===== config.mk =====
export PLATFORM = sky130hd
export DESIGN_NAME = ielfs_exc_unit
export DESIGN_NICKNAME = d
export VERILOG_FILES = /design/src/design/ielfs_pkg.sv /design/src/design/ielfs_div_unit.sv /design/src/design/ielfs_exc_unit.sv
export VERILOG_INCLUDE_DIRS = /design/src /design/src/design
export SDC_FILE = /design/constraint.sdc
export NUM_CORES = 1
export LEC_CHECK = 0
export ABC_CLOCK_PERIOD_IN_PS = 4730
export BUFFER_PORTS_ARGS = -buffer_cell sky130_fd_sc_hd__buf_2
export CAP_MARGIN = 20
export CORE_AREA = 2 2 186 188
export CTS_CLUSTER_SIZE = 12
export DETAILED_ROUTE_END_ITERATION = 10
export DIE_AREA = 0 0 188 190
export PLACE_DENSITY_LB_ADDON = 0.3
export SYNTH_ARGS = -nofsm -noshare
export SYNTH_HDL_FRONTEND = slang
export SYNTH_SLANG_ARGS = --single-unit
export TNS_END_PERCENT = 10

===== constraint.sdc =====
create_clock -name clk -period 4.73 [get_ports clk]
set_clock_uncertainty 0.1 [all_clocks]
set_input_delay 0.2365 -clock clk [delete_from_list [all_inputs] [get_ports clk]]
set_output_delay 0.2365 -clock clk [all_outputs]
set_load 0.02 [all_outputs]

===== src/design/ielfs_regs.svh =====
// register offsets, field positions, reset values and timing counts
`ifndef IELFS_REGS_SVH
`define IELFS_REGS_SVH
`define IELFS_ADDR_FPCTX 32'hE000EF34
`define IELFS_ADDR_ACTLR 32'hE000E008
`define IELFS_ADDR_STAT 32'hE000EF40
`define IELFS_LAZY_BIT 30
`define IELFS_DISWB_BIT 1
`define IELFS_FPCTX_RST 32'h40000000
`define IELFS_ACTLR_RST 32'h00000000
`define IELFS_DIV_NS 112
`define IELFS_STACK_NS 96
`define IELFS_CLK_NS 8
`define IELFS_DIV_CYC ((`IELFS_DIV_NS + `IELFS_CLK_NS - 1) / `IELFS_CLK_NS)
`define IELFS_STACK_CYC ((`IELFS_STACK_NS + `IELFS_CLK_NS - 1) / `IELFS_CLK_NS)
`define IELFS_FP_WORDS 17
`endif


===== src/design/ielfs_pkg.sv =====
// types for exception entry and lazy fp stacking
package ielfs_pkg;
  typedef enum logic [1:0] {
    IELFS_RUN,
    IELFS_STACK,
    IELFS_HANDLER,
    IELFS_RETURN
  } ielfs_state_t;
endpackage


===== src/design/ielfs_div_unit.sv =====
// fp divide and square root iterative unit, fixed latency
`timescale 1ns/1ps
`include "ielfs_regs.svh"
module ielfs_div_unit (
  input wire logic clk,
  input wire logic srst,
  input wire logic start,
  input wire logic [4:0] dest_in,
  input wire logic [31:0] result_in,
  input wire logic [4:0] flags_in,
  output logic busy,
  output logic done,
  output logic [4:0] dest,
  output logic [31:0] result,
  output logic [4:0] flags
);
  logic [3:0] cnt_q;
  logic [3:0] cnt_d;
  logic busy_q;
  logic done_q;
  logic [4:0] dest_q;
  logic [31:0] res_q;
  logic [4:0] flg_q;
  wire last = busy_q && (cnt_q == 4'(`IELFS_DIV_CYC - 1));
  assign cnt_d = (start && !busy_q) ? 4'h1 : (busy_q ? cnt_q + 4'h1 : cnt_q);
  always_ff @(posedge clk) begin
    if (srst) begin
      cnt_q <= 4'h0;
      busy_q <= 1'b0;
      done_q <= 1'b0;
      dest_q <= 5'h00;
      res_q <= 32'h00000000;
      flg_q <= 5'h00;
    end else begin
      cnt_q <= cnt_d;
      done_q <= last;
      if (start && !busy_q) begin
        busy_q <= 1'b1;
        dest_q <= dest_in;
        res_q <= result_in;
        flg_q <= flags_in;
      end else if (last) begin
        busy_q <= 1'b0;
      end
    end
  end
  assign busy = busy_q;
  assign done = done_q;
  assign dest = dest_q;
  assign result = res_q;
  assign flags = flg_q;
endmodule


===== src/design/ielfs_exc_unit.sv =====
// exception entry, lazy fp save, store buffer and return vector logic
// Operation
// - fp divide and square root deliver their result fourteen cycles after issue
// - interrupt entry never aborts a running divide; it finishes on its own count, during or after stacking
// - lazy mode defers fp register stacking until handler's first fp instruction
// - lazy saving is enabled after reset until software clears it
// - first handler instruction starts no sooner than twelve cycles after entry
// - lazy enable is bit 30 of fp context control; zero disables it
// - a one-entry store buffer lets execution continue while bus stalls
// - acknowledged interrupt and fetched vector always name the same interrupt
// - write buffer disable bit makes stores unbuffered, blocking exception return
//
// Design decision made here: the address-and-strobe port.
`timescale 1ns/1ps
`include "ielfs_regs.svh"
module ielfs_exc_unit (
  input wire logic clk,
  input wire logic srst,
  input wire logic [31:0] reg_addr,
  input wire logic [31:0] reg_wdata,
  input wire logic reg_wr,
  input wire logic reg_rd,
  output logic [31:0] reg_rdata,
  input wire logic irq_req,
  input wire logic [7:0] irq_sel,
  output logic irq_ack,
  output logic [7:0] irq_ack_id,
  output logic [7:0] vec_id,
  output logic vec_fetch,
  output logic handler_start,
  input wire logic exc_return,
  input wire logic handler_fp_insn,
  output logic fp_stall,
  output logic fp_save_req,
  input wire logic fp_save_done,
  input wire logic div_start,
  input wire logic [4:0] div_dest,
  input wire logic [31:0] div_value,
  input wire logic [4:0] div_flags,
  output logic div_busy,
  output logic fp_reg_we,
  output logic [4:0] fp_reg_dest,
  output logic [31:0] fp_reg_data,
  output logic fp_status_we,
  output logic [4:0] fp_status_flags,
  input wire logic st_valid,
  input wire logic [31:0] st_addr,
  input wire logic [31:0] st_data,
  output logic st_ready,
  output logic bus_st_valid,
  output logic [31:0] bus_st_addr,
  output logic [31:0] bus_st_data,
  input wire logic bus_st_ready,
  input wire logic sp_load_valid,
  input wire logic [31:0] sp_load_data,
  input wire logic sp_load_wb,
  input wire logic [31:0] sp_load_base,
  output logic [31:0] sp_value,
  output logic [31:0] base_value,
  output logic base_we
);
  ielfs_pkg::ielfs_state_t st_q;
  ielfs_pkg::ielfs_state_t st_d;
  logic lazy_en_q;
  logic diswb_q;
  logic [3:0] stk_q;
  logic lazy_pend_q;
  logic [7:0] irq_id_q;
  logic wb_full_q;
  logic [31:0] wb_addr_q;
  logic [31:0] wb_data_q;
  logic [31:0] rdata_q;
  logic [31:0] sp_q;
  logic [31:0] base_q;
  logic base_we_q;
  logic sp_done_q;
  logic ack_q;
  logic vec_q;
  logic hs_q;
  logic dv_done;
  logic [4:0] dv_dest;
  logic [31:0] dv_res;
  logic [4:0] dv_flg;

  function automatic logic hit(input logic [31:0] a, input logic [31:0] r);
    hit = (a == r);
  endfunction

  wire wr_fpctx = reg_wr && hit(reg_addr, `IELFS_ADDR_FPCTX);
  wire wr_actlr = reg_wr && hit(reg_addr, `IELFS_ADDR_ACTLR);
  wire stack_end = (st_q == ielfs_pkg::IELFS_STACK) &&
                   (stk_q == 4'(`IELFS_STACK_CYC - 1));
  wire wb_drain = wb_full_q && bus_st_ready;
  wire wb_pass = diswb_q && st_valid && !wb_full_q;
  wire wb_take = !diswb_q && st_valid && (!wb_full_q || wb_drain);
  wire ret_ok = !wb_full_q && !(diswb_q && st_valid);
  wire take_irq = irq_req && ((st_q == ielfs_pkg::IELFS_RUN) ||
                  ((st_q == ielfs_pkg::IELFS_RETURN)));
  wire [31:0] rd_mux = hit(reg_addr, `IELFS_ADDR_FPCTX) ?
                       (32'(lazy_en_q) << `IELFS_LAZY_BIT) :
                       hit(reg_addr, `IELFS_ADDR_ACTLR) ?
                       (32'(diswb_q) << `IELFS_DISWB_BIT) :
                       hit(reg_addr, `IELFS_ADDR_STAT) ?
                       {28'h0000000, wb_full_q, lazy_pend_q, div_busy,
                        st_q != ielfs_pkg::IELFS_RUN} : 32'h00000000;

  ielfs_div_unit u_div (
    .clk(clk),
    .srst(srst),
    .start(div_start),
    .dest_in(div_dest),
    .result_in(div_value),
    .flags_in(div_flags),
    .busy(div_busy),
    .done(dv_done),
    .dest(dv_dest),
    .result(dv_res),
    .flags(dv_flg)
  );

  always_comb begin
    st_d = st_q;
    unique case (st_q)
      ielfs_pkg::IELFS_RUN: begin
        if (take_irq) st_d = ielfs_pkg::IELFS_STACK;
      end
      ielfs_pkg::IELFS_STACK: begin
        if (stack_end) st_d = ielfs_pkg::IELFS_HANDLER;
      end
      ielfs_pkg::IELFS_HANDLER: begin
        if (exc_return && !fp_stall) st_d = ielfs_pkg::IELFS_RETURN;
      end
      ielfs_pkg::IELFS_RETURN: begin
        if (take_irq) st_d = ielfs_pkg::IELFS_STACK;
        else if (ret_ok) st_d = ielfs_pkg::IELFS_RUN;
      end
    endcase
  end

  always_ff @(posedge clk) begin
    if (srst) begin
      st_q <= ielfs_pkg::IELFS_RUN;
      lazy_en_q <= 1'((`IELFS_FPCTX_RST) >> `IELFS_LAZY_BIT);
      diswb_q <= 1'b0;
      stk_q <= 4'h0;
      lazy_pend_q <= 1'b0;
      irq_id_q <= 8'h00;
      ack_q <= 1'b0;
      vec_q <= 1'b0;
      hs_q <= 1'b0;
      rdata_q <= 32'h00000000;
    end else begin
      st_q <= st_d;
      ack_q <= take_irq && st_q != ielfs_pkg::IELFS_STACK;
      vec_q <= ack_q;
      hs_q <= stack_end;
      rdata_q <= reg_rd ? rd_mux : 32'h00000000;
      if (wr_fpctx) lazy_en_q <= reg_wdata[`IELFS_LAZY_BIT];
      if (wr_actlr) diswb_q <= reg_wdata[`IELFS_DISWB_BIT];
      if (take_irq) irq_id_q <= irq_sel;
      stk_q <= (st_q == ielfs_pkg::IELFS_STACK) ? stk_q + 4'h1 : 4'h0;
      if (take_irq) lazy_pend_q <= lazy_en_q;
      else if (lazy_pend_q && fp_save_done) lazy_pend_q <= 1'b0;
    end
  end

  // store buffer, one entry
  always_ff @(posedge clk) begin
    if (srst) begin
      wb_full_q <= 1'b0;
      wb_addr_q <= 32'h00000000;
      wb_data_q <= 32'h00000000;
    end else begin
      if (wb_take) begin
        wb_full_q <= 1'b1;
        wb_addr_q <= st_addr;
        wb_data_q <= st_data;
      end else if (wb_drain) begin
        wb_full_q <= 1'b0;
      end
    end
  end

  // stack pointer load, committed once per data phase
  always_ff @(posedge clk) begin
    if (srst) begin
      sp_q <= 32'h00000000;
      base_q <= 32'h00000000;
      base_we_q <= 1'b0;
      sp_done_q <= 1'b0;
    end else begin
      base_we_q <= 1'b0;
      if (sp_load_valid && !sp_done_q) begin
        sp_q <= sp_load_data;
        sp_done_q <= 1'b1;
        if (sp_load_wb) begin
          base_q <= sp_load_base;
          base_we_q <= 1'b1;
        end
      end else if (!sp_load_valid) begin
        sp_done_q <= 1'b0;
      end
    end
  end

  assign reg_rdata = rdata_q;
  assign irq_ack = ack_q;
  assign irq_ack_id = irq_id_q;
  assign vec_id = irq_id_q;
  assign vec_fetch = vec_q;
  assign handler_start = hs_q;
  assign fp_stall = lazy_pend_q && handler_fp_insn && !fp_save_done;
  assign fp_save_req = lazy_pend_q && handler_fp_insn;
  assign fp_reg_we = dv_done;
  assign fp_reg_dest = dv_dest;
  assign fp_reg_data = dv_res;
  assign fp_status_we = dv_done;
  assign fp_status_flags = dv_flg;
  // buffered entry drains first, even after the buffer is disabled
  assign st_ready = diswb_q ? (!wb_full_q && bus_st_ready) : (!wb_full_q || wb_drain);
  assign bus_st_valid = wb_full_q || wb_pass;
  assign bus_st_addr = wb_full_q ? wb_addr_q : st_addr;
  assign bus_st_data = wb_full_q ? wb_data_q : st_data;
  assign sp_value = sp_q;
  assign base_value = base_q;
  assign base_we = base_we_q;
endmodule


==> results of run 1 <==
==> routing by layer <==
layer	global-route usage, %	up-vias
met1	16.9	4031
met3	3.63	52
met2	24.8	339
met4	5.21	0
li1	-	4452
met5	0	-
==> worst min-delay path: stages <==
cell and delay, ps:
buf_2 120, nand4_1 90, or4_1 110, a21oi_1 50
==> worst paths after layout <==
path	to	slack [ps]	depth (start not counted)
worst min-delay path	diswb_q	60	4
worst min register to register	sp_value[9]	350	2
worst max register to register	st_q[0]	2490	6
worst max-delay path	bus_st_addr[30]	2140	3
==> layout by cell type (no fill, tap or decap), types with 9 or more instances in the layout <==
cell | synthesis | routed
a21oi_1 | 184 | 184
buf_2 | 9 | 425
clkbuf_16 | 0 | 25
conb_1 | 1 | 27
dfxtp_1 | 204 | 203
dlygate4sd3_1 | 0 | 187
inv_1 | 9 | 9
mux2_2 | 64 | 64
nand2_1 | 362 | 362
nor2_1 | 15 | 15
==> stage by stage <==
stage / hold WS (ps) / setup WS [ps]
detailed placement: 341 / 2470
global placement: 333 / 2510
floorplan: 265 / 2940
CTS: 20.6 / 2090
finish: 57.6 / 2140
global route: 59.4 / 2010
==> flip-flops by register name (all words and copies together), names as in the netlist, 5 cells and up <==
| name | cells |
|---|---|
| u_div.dest | 5 |
| wb_data_q | 32 |
| u_div.flags | 5 |
| u_div.result | 32 |
| reg_rdata | 5 |
| sp_value | 32 |
| wb_addr_q | 32 |
| base_value | 32 |
| irq_ack_id | 8 |
==> power groups by stage <==
stage / Clock [W] / Sequential (W) / Combinational, W
after floorplan: 0 / 0.00200 / 0.000494
after global placement: 0 / 0.00193 / 0.000841
after detailed placement: 0 / 0.00193 / 0.000849
after CTS: 0.00199 / 0.00189 / 0.000974
after global routing: 0.00206 / 0.00191 / 0.00106
final: 0.00193 / 0.00189 / 0.000977
==> cell families (layout without fill, tap and decap cells) <==
family	Yosys count	after routing	share of synthesized area (%)
AOI/OAI and AO/OA	195	195	12.1
xor gates and xnor gates	4	4	0.420
adders and majority gates	9	9	1.32
buffers and inverters	113	675	6.84
DFF	204	204	49.0
muxes	65	65	8.76
other	1	27	0.0450
and+or+nand+nor	432	432	21.5
==> layout make-up <==
| cell class | count | area share, % |
|---|---|---|
| flip-flops and latches | 204 | 30.4 |
| clock buffers | 38 | 5.47 |
| inverters | 9 | 0.251 |
| clock inverters | 5 | 0.745 |
| repair buffers | 623 | 30.6 |
| multi-input cells | 732 | 28.3 |
| well taps | 455 | 4.24 |
==> what timing repair did <==
action                    in CTS  in global routing
hold buffers                 187                  0
hold endpoints to repair     187                  0
buffers inserted               0                  0
==> flow_summary_export.csv, run 1 <==
group,metric,value,unit
clock_tree,path_clk_slew,60,ps
cells_and_area,nets,1857,
routing,drtPass1Iterations,4,
die,ios,484,
power,p_int,0.00347,W
placed_design,routabilityCongestion,0.755,
worst_setup_path,r2r-start,"st_q[0]",
clock_tree,clock_sinks,204,
synth,synth_edf_count,0,
worst_setup_path,start_kind,"flip-flop",
flow_run,drv_cap,0,
routing,wl_met2,13.4,mm
global_routing,antenna_found_initial,0,
power,ir_drop,0.257,mV
synth,yosysSeqAreaShare,49.0,%
min_path,hp-class,"input pin to flip-flop",
power,seq_power_share,39.4,%
timing,fin_crit,2590,ps
cells_and_area,layout.cells.non_filler,2066,
clock_tree,tritoncts,"built",
clock_tree,clockBufferDepth,3,
placed_design,portBuffers,426,
worst_setup_path,path_max_fanout,63,
power,p_leak,6.16,nW
power,cellPowerDensity,358,nW/um^2
cells_and_area,antenna_cells,0,
cells_and_area,finish.utilization,39.6,%
worst_setup_path,arrival,2260,ps
synth,synthCells,1023,
timing,rsz0062_at_grt,"false",
power,combinationalPowerShare,20.3,%
worst_setup_path,crit_required,4390,ps
timing,slew_headroom,33.2,%
clock_tree,numCtsBuffers,24,
placed_design,placed_area,10700,um^2
power,p_sw,0.00133,W
timing,tns,0,ps
die,core_area,33900,um^2
die,die_x,188,um
worst_setup_path,end_kind,"output pin",
worst_setup_path,criticalPathCategory,"flip-flop to output pin",
worst_setup_path,crit_start,"wb_full_q",
power,finalPower,0.00480,W
timing,maxSlewViolCount,0,
routing,highest_layer,"met4",
cells_and_area,multi_input_area,3800,um^2
routing,wl_met1,11.7,mm
clock_tree,root_buffer,"clkbuf_16",
clock_tree,post_cts_resized,0,
routing,vias_per_cell,4.30,
synth,ys.flop_type,"dfxtp_1",
cells_and_area,drive_above_1_share,34.0,%
global_routing,grt-ovfl-total,0,
cells_and_area,syn2layout_area_growth,61.1,%
clock_tree,cts-htree-levels,1,
synth,yosysUniqueCellTypes,44,
min_path,hold_path.startpoint,"reg_addr[3]",
global_routing,grtUsageTotal,14.3,%
routing,met3_length,1.93,mm
placed_design,placed_cells,1835,
routing,routed_wl,27.8,mm
placed_design,hpwl,18.2,mm
status,status,"completed",
clock_tree,insertion_delay,500,ps
global_routing,grt_pass1_wl,42.9,mm
power,clockPowerShare,40.2,%
worst_setup_path,cp_num_buf_inv,2,
synth,synth_area,8340,um^2
global_routing,grt_pass1_vias,8610,
routing,routedWlPerCell,13.4,um
global_routing,grt_max_degree,121,
synth,syn_avg_cell_area,8.15,um^2
synth,yosysMostFrequentCell,"nand2_1",
synth,async_flop_share,0,%
timing,fin_crit_sh,54.9,%
die,dieArea,35700,um^2
routing,drc,0,
worst_setup_path,path_cells,"buf_4 > mux2_2 > buf_2",
synth,synth_seq_cells,204,
timing,tightest_slew,1000,ps
synth,synth_top_cells_by_count,"nand2_1 (362), dfxtp_1 (204), a21oi_1 (184), mux2_2 (64), clkbuf_1 (49)",
synth,synth_top_cell_by_area,"dfxtp_1",
timing,setup-violations-final,0,
die,die_h,190,um
routing,via_count,8874,
worst_setup_path,crit_slowest_cell,"buf_4",
timing,hold_viol,0,
worst_setup_path,critPathTopFamily,"buffers and inverters",
cells_and_area,seqCellArea,4090,um^2
synth,yosys-top-cells-area,"dfxtp_1 (49%), nand2_1 (16%), a21oi_1 (11%)",
cells_and_area,num-fill-cells,3351,
routing,ant_nets,0,
timing,fmax,385,MHz
power,swShare,27.7,%
synth,yosysWarnings,0,
routing,drtIter0Drc,265,
cells_and_area,design_area,13400,um^2
die,initial_core_util,24.6,%
synth,synth_top_cell_area_share,49.0,%
worst_setup_path,max_stage_delay,670,ps
die,fp-row-count,68,
(Power assumes the default switching activity.)
==> run 2: changes to the inputs <==
--- a/config.mk
+++ b/config.mk
@@ -6,7 +6,7 @@
 export SDC_FILE = /design/constraint.sdc
 export NUM_CORES = 1
 export LEC_CHECK = 0
-export ABC_CLOCK_PERIOD_IN_PS = 4730
+export ABC_CLOCK_PERIOD_IN_PS = 2100
 export BUFFER_PORTS_ARGS = -buffer_cell sky130_fd_sc_hd__buf_2
 export CAP_MARGIN = 20
 export CORE_AREA = 2 2 186 188
==> constraint.sdc (replaced) <==
create_clock -name clk -period 2.1 [get_ports clk]
set_clock_uncertainty 0.1 [all_clocks]
set_input_delay 0.105 -clock clk [delete_from_list [all_inputs] [get_ports clk]]
set_output_delay 0.105 -clock clk [all_outputs]
set_load 0.02 [all_outputs]
==> run 2 against run 1 <==
Against the previous run:
- via count rose by 2.3%
- first-iteration DRC count rose by 29%
- power rose by 120%
- worst setup slack got worse by 2100 ps
- register-to-register slack got worse by 2400 ps
- critical path type is now input pin to flip-flop
- largest cell class unchanged
- highest routed layer unchanged
==> flow_summary_export.csv, run 2 (synthesis results as in run 1) <==
group,metric,value,unit
worst_setup_path,r2r-start,"st_q[1]",
clock_tree,cts-htree-levels,1,
routing,drtIter0Drc,342,
clock_tree,insertion_delay,530,ps
worst_setup_path,crit_required,2450,ps
worst_setup_path,r2r_setup_slack,50,ps
die,initial_core_util,24.6,%
timing,fin_crit,2060,ps
routing,drtPass1Iterations,5,
die,ios,484,
cells_and_area,design_area,13900,um^2
global_routing,grt-ovfl-total,0,
placed_design,portBuffers,426,
die,die_x,188,um
worst_setup_path,crit_start,"reg_addr[26]",
timing,setup-violations-final,0,
cells_and_area,syn2layout_area_growth,67.3,%
placed_design,hpwl,18.3,mm
die,die_h,190,um
die,dieArea,35700,um^2
routing,routedWlPerCell,13.8,um
cells_and_area,final_cell_mix,"buf_2 (426), nand2_1 (362), dlygate4sd3_1 (226)",
clock_tree,path_clk_slew,60,ps
timing,tightest_slew,514,ps
clock_tree,clock_sinks,204,
routing,ant_nets,0,
clock_tree,root_buffer,"clkbuf_16",
worst_setup_path,cp_common_cell,"dlygate4sd3_1",
routing,highest_layer,"met4",
power,finalPower,0.0108,W
power,cellPowerDensity,771,nW/um^2
die,fp-row-count,68,
cells_and_area,finish.utilization,41.1,%
worst_setup_path,arrival,2410,ps
global_routing,grtUsageTotal,15.3,%
routing,drc,0,
global_routing,antenna_found_initial,0,
routing,via_count,9076,
timing,fin_crit_sh,98.0,%
cells_and_area,antenna_cells,0,
worst_setup_path,path_cells,"dlygate4sd3_1 > buf_2 > nor4_4 > nand4_1 > or4_1 > dlygate4sd3_1 > a21oi_1",
worst_setup_path,criticalPathCategory,"input pin to flip-flop",
cells_and_area,layout.cells.most_common,"buf_2",
routing,routed_wl,29.0,mm
flow_run,drv_cap,0,
global_routing,grt_max_degree,100,
clock_tree,tritoncts,"built",
cells_and_area,nets,1903,
global_routing,grt_pass1_wl,45.6,mm
placed_design,routabilityCongestion,0.741,
power,p_leak,6.37,nW
routing,wl_met2,14.4,mm
worst_setup_path,crit_slowest_cell,"dlygate4sd3_1",
worst_setup_path,end_kind,"flip-flop",
timing,fin_ws,42.6,ps
cells_and_area,seqCellArea,4090,um^2
worst_setup_path,path_max_fanout,2,
worst_setup_path,max_stage_delay,570,ps
placed_design,pre_cts_ws,112,ps
placed_design,placed_area,10800,um^2
timing,maxSlewViolCount,0,
cells_and_area,num-fill-cells,3350,
status,status,"completed",
worst_setup_path,start_kind,"input pin",
clock_tree,clockBufferDepth,3,
cells_and_area,multi_input_area,3840,um^2
min_path,hp-class,"input pin to flip-flop",
timing,fmax,486,MHz
timing,hold_viol,0,
timing,tns,0,ps
routing,met3_length,1.97,mm
die,core_area,33900,um^2
clock_tree,numCtsBuffers,24,
timing,slew_headroom,65.7,%
routing,vias_per_cell,4.30,
timing,rsz0062_at_grt,"true",
min_path,hold_path.startpoint,"handler_fp_insn",
global_routing,grt_pass1_vias,9123,
cells_and_area,drive_above_1_share,34.1,%
power,ir_drop,0.545,mV
routing,wl_met1,12.0,mm
## run 2: cell types whose count changed in the layout (fill, tap and decap cells not counted), sizes merged
cell,before,now
clkbuf,38,34
bufinv,3,1
clkinv,2,5
buf,436,443
dlygate4sd3,187,226
## run 2: path summary, 6_finish.rpt
path                         to  depth (start not counted)
hold / removal          st_q[1]                          5
hold reg to reg    sp_value[17]                          2
setup reg to reg  irq_ack_id[0]                          7
setup / recovery        diswb_q                          7
## run 2: repair_timing
action / 4_1_cts / 5_1_grt
endpoints found under the hold margin: 204 / 0
endpoints found under the setup margin: 1 / 16
hold buffers: 226 / 0
buffers inserted: 0 / 1
pin swaps: 0 / 2
cloned: 0 / 1
resized for setup: 1 / 14
## run 2: per-stage QoR
stage          std cells  hold WS [ps]
6_report            2109          81.0
5_1_grt             2109          91.7
4_1_cts             2107          56.3
3_5_place_dp        1841           251
3_3_place_gp        1841           246
2_1_floorplan       1049           133
## run 2: worst max-delay path: cells and delay by family
| family | cells | cell delay, ps |
|---|---|---|
| AOI/OAI and AO/OA | 1 | 130 |
| buffers and inverters | 3 | 1260 |
| and+or+nand+nor | 3 | 910 |
## run 2: layer usage
metal / vias to the layer above / track usage, %
met4: 0 / 4.18
met5: - / 0
met3: 38 / 3.52
li1: 4534 / -
met2: 335 / 27.3
met1: 4169 / 18.2
## run 2: area by class of cell
class | count | share of cell area [%]
clock inverter | 6 | 0.502
inverter | 9 | 0.242
multi-input combinational | 732 | 27.5
tap | 455 | 4.08
timing repair buffer | 669 | 33.3
sequential | 204 | 29.3
clock buffer | 34 | 5.08
## run 2: where the power goes
| part | switching (W) | internal [W] |
|---|---|---|
| Sequential | 0.000143 | 0.00413 |
| Clock | 0.00164 | 0.00245 |
| Combinational | 0.00131 | 0.00108 |
| Total | 0.00309 | 0.00767 |
==> run 3: changes to the inputs <==
--- a/config.mk
+++ b/config.mk
@@ -6,13 +6,14 @@
 export SDC_FILE = /design/constraint.sdc
 export NUM_CORES = 1
 export LEC_CHECK = 0
+export ABC_AREA = 1
 export ABC_CLOCK_PERIOD_IN_PS = 2100
 export BUFFER_PORTS_ARGS = -buffer_cell sky130_fd_sc_hd__buf_2
 export CAP_MARGIN = 20
-export CORE_AREA = 2 2 186 188
+export CORE_AREA = 2 2 189 191
 export CTS_CLUSTER_SIZE = 12
 export DETAILED_ROUTE_END_ITERATION = 10
-export DIE_AREA = 0 0 188 190
+export DIE_AREA = 0 0 191 193
 export PLACE_DENSITY_LB_ADDON = 0.3
 export SYNTH_ARGS = -nofsm -noshare
 export SYNTH_HDL_FRONTEND = slang
==> run 3 against run 2 <==
Against the previous run:
- sequential share of layout area shrank 0.22 points
- routed wire length increased by 5.4%
- clock-buffer cell count grew 2
- global-route usage decreased by 0.063 points
- die area up 3.2%
- synthesized cell count is 20% higher
- combinational power is 6% higher
- sequential power up 3%
- critical endpoint is now sp_value[24]
==> flow_summary_export.csv, run 3 <==
group,metric,value,unit
global_routing,grt_max_degree,67,
worst_setup_path,criticalPathCategory,"flip-flop to flip-flop",
global_routing,grt-ovfl-total,0,
synth,synthCells,1230,
routing,drtPass1Iterations,6,
clock_tree,insertion_delay,520,ps
die,core_area,35000,um^2
power,ir_drop,0.590,mV
die,die_h,193,um
synth,yosysMostFrequentCell,"nor2_1",
routing,drtIter0Drc,392,
clock_tree,clock_sinks,204,
routing,wl_met1,13.0,mm
timing,fin_crit_sh,93.6,%
synth,yosysWarnings,0,
synth,syn_avg_cell_area,7.00,um^2
synth,synth_top_cell_area_share,47.4,%
timing,setup-violations-final,0,
worst_setup_path,crit_slowest_cell,"dlygate4sd3_1",
synth,yosysUniqueCellTypes,31,
clock_tree,tritoncts,"built",
routing,met3_length,2.46,mm
worst_setup_path,cp_num_buf_inv,3,
routing,ant_nets,0,
worst_setup_path,max_stage_delay,580,ps
routing,drc,0,
power,p_sw,0.00341,W
cells_and_area,num-fill-cells,3524,
cells_and_area,nets,2106,
timing,tightest_slew,749,ps
cells_and_area,layout.cells.most_common,"buf_2",
die,initial_core_util,24.6,%
global_routing,grt_pass1_vias,9155,
timing,fin_crit,1970,ps
clock_tree,root_buffer,"clkbuf_16",
synth,synth_seq_cells,204,
worst_setup_path,critPathTopFamily,"buffers and inverters",
timing,maxSlewViolCount,0,
power,clockPowerShare,37.8,%
die,die_x,191,um
cells_and_area,drive_above_1_share,26.5,%
flow_run,drv_cap,0,
placed_design,routabilityCongestion,0.811,
clock_tree,cts-htree-levels,1,
power,cellPowerDensity,794,nW/um^2
routing,via_count,9922,
placed_design,pre_cts_ws,341,ps
die,fp-row-count,69,
timing,slew_headroom,50.0,%
synth,async_flop_share,0,%
worst_setup_path,path_max_fanout,24,
power,swShare,30.5,%
timing,fmax,509,MHz
clock_tree,path_clk_slew,60,ps
power,combinationalPowerShare,22.8,%
global_routing,antenna_found_initial,1,
global_routing,grt_pass1_wl,46.0,mm
routing,routed_wl,30.6,mm
synth,synth_edf_count,0,
timing,rsz0062_at_grt,"true",
worst_setup_path,crit_required,2460,ps
global_routing,grtUsageTotal,15.2,%
clock_tree,clockBufferDepth,3,
routing,highest_layer,"met4",
synth,synth_area,8610,um^2
power,p_int,0.00775,W
worst_setup_path,arrival,2330,ps
synth,synth_top_cell_by_area,"dfxtp_1",
routing,vias_per_cell,4.27,
clock_tree,numCtsBuffers,25,
power,seq_power_share,39.4,%
placed_design,hpwl,19.7,mm
worst_setup_path,cp_common_cell,"nor2_1",
power,p_leak,6.95,nW
status,status,"completed",
cells_and_area,syn2layout_area_growth,63.1,%
worst_setup_path,path_cells,"nor2_4 > inv_1 > buf_4 > nor2_1 > nor2_1 > dlygate4sd3_1",
synth,synth_top_cells_by_count,"nor2_1 (335), nand2_1 (266), dfxtp_1 (204), o21ai_0 (153), nand3_1 (46)",
synth,yosysSeqAreaShare,47.4,%
worst_setup_path,start_kind,"flip-flop",
timing,fin_ws,134,ps
min_path,hp-class,"input pin to flip-flop",
clock_tree,postCtsSetupRepairBufs,0,
placed_design,portBuffers,426,
worst_setup_path,end_kind,"flip-flop",
synth,yosys-top-cells-area,"dfxtp_1 (47%), nor2_1 (15%), nand2_1 (12%)",
cells_and_area,final_cell_mix,"buf_2 (426), nor2_1 (334), nand2_1 (266)",
die,dieArea,36900,um^2
timing,tns,0,ps
routing,routedWlPerCell,13.2,um
routing,wl_met2,14.4,mm
die,ios,484,
timing,hold_viol,0,
synth,ys.flop_type,"dfxtp_1",
[run 3: cell count changes after synthesis, moves of 9 or more]
cell	before	now
nor2_1	15	335
o21ai_0	1	153
a21oi_1	184	42
nand2_1	362	266
mux2_2	64	0
nand3_1	4	46
inv_1	9	37
nor2b_1	10	0
buf_1	10	1
[run 3: per-stage QoR]
stage	power (W)	hold slack, ps	cell area [um^2]	instances	utilization, %
floorplan	0.00591	130	8700	1256	-
global placement	0.00666	227	11000	2049	31.4
detailed placement	0.00669	234	11000	2049	31.4
CTS	0.0113	2.47	14000	2320	40.1
global route	0.0118	18.3	14000	2321	40.2
finish	0.0112	15.8	14000	2321	40.2
[run 3: layer usage]
metal  GRT usage [%]  up-vias
met3            3.91       51
met2            25.9      360
li1                -     5042
met4            4.80        0
met5               0        -
met1            18.8     4469
[run 3: path summary, 6_finish.rpt]
check	start	to	slack (ps)	cells after the start
worst max-delay path	sp_done_q	sp_value[24]	130	6
worst min-delay path	sp_load_wb	base_value[28]	20	3
worst max register to register	sp_done_q	sp_value[24]	130	6
worst min register to register	irq_ack	vec_fetch	340	2
[run 3: power groups by stage]
| stage | registers [W] | logic [W] | clock network, W |
|---|---|---|---|
| after floorplan | 0.00466 | 0.00125 | 0 |
| after CTS | 0.00440 | 0.00254 | 0.00439 |
| final | 0.00440 | 0.00254 | 0.00421 |
| after detailed placement | 0.00447 | 0.00222 | 0 |
| after global placement | 0.00446 | 0.00220 | 0 |
| after global routing | 0.00444 | 0.00281 | 0.00454 |
[run 3: cell families (layout without fill, tap and decap cells)]
group / after synthesis / count (layout) / synth area share (%)
buffers and inverters: 153 / 756 / 9.19
AO/OA/AOI/OAI: 197 / 197 / 11.5
XOR/XNOR: 1 / 1 / 0.102
AND/OR/NAND/NOR: 666 / 666 / 30.5
other: 1 / 28 / 0.0436
adder cells (fa/ha/maj): 8 / 8 / 1.16
flip-flops: 204 / 204 / 47.4
[run 3: worst reg2reg max path, cell delays in order (launching register included)]
cell and delay (ps):
dfxtp_1 360, nor2_4 60, inv_1 250, buf_4 350, nor2_1 90, nor2_1 120, dlygate4sd3_1 580
[run 3: timing repair]
action                                  in CTS  in global routing
hold buffers                               228                  0
resized for setup                            0                  1
endpoints found under the setup margin       0                  3
endpoints found under the hold margin      191                  0
[run 3: layout make-up]
class | count | area [um^2] | area share [%]
well taps | 461 | 577 | 4.11
clock inverters | 7 | 93.8 | 0.668
flip-flops and latches | 204 | 4090 | 29.1
inverters | 41 | 159 | 1.13
diodes | 1 | 2.50 | 0.0178
multi-input cells | 899 | 3840 | 27.3
repair buffers | 672 | 4590 | 32.7
clock buffers | 36 | 697 | 4.96
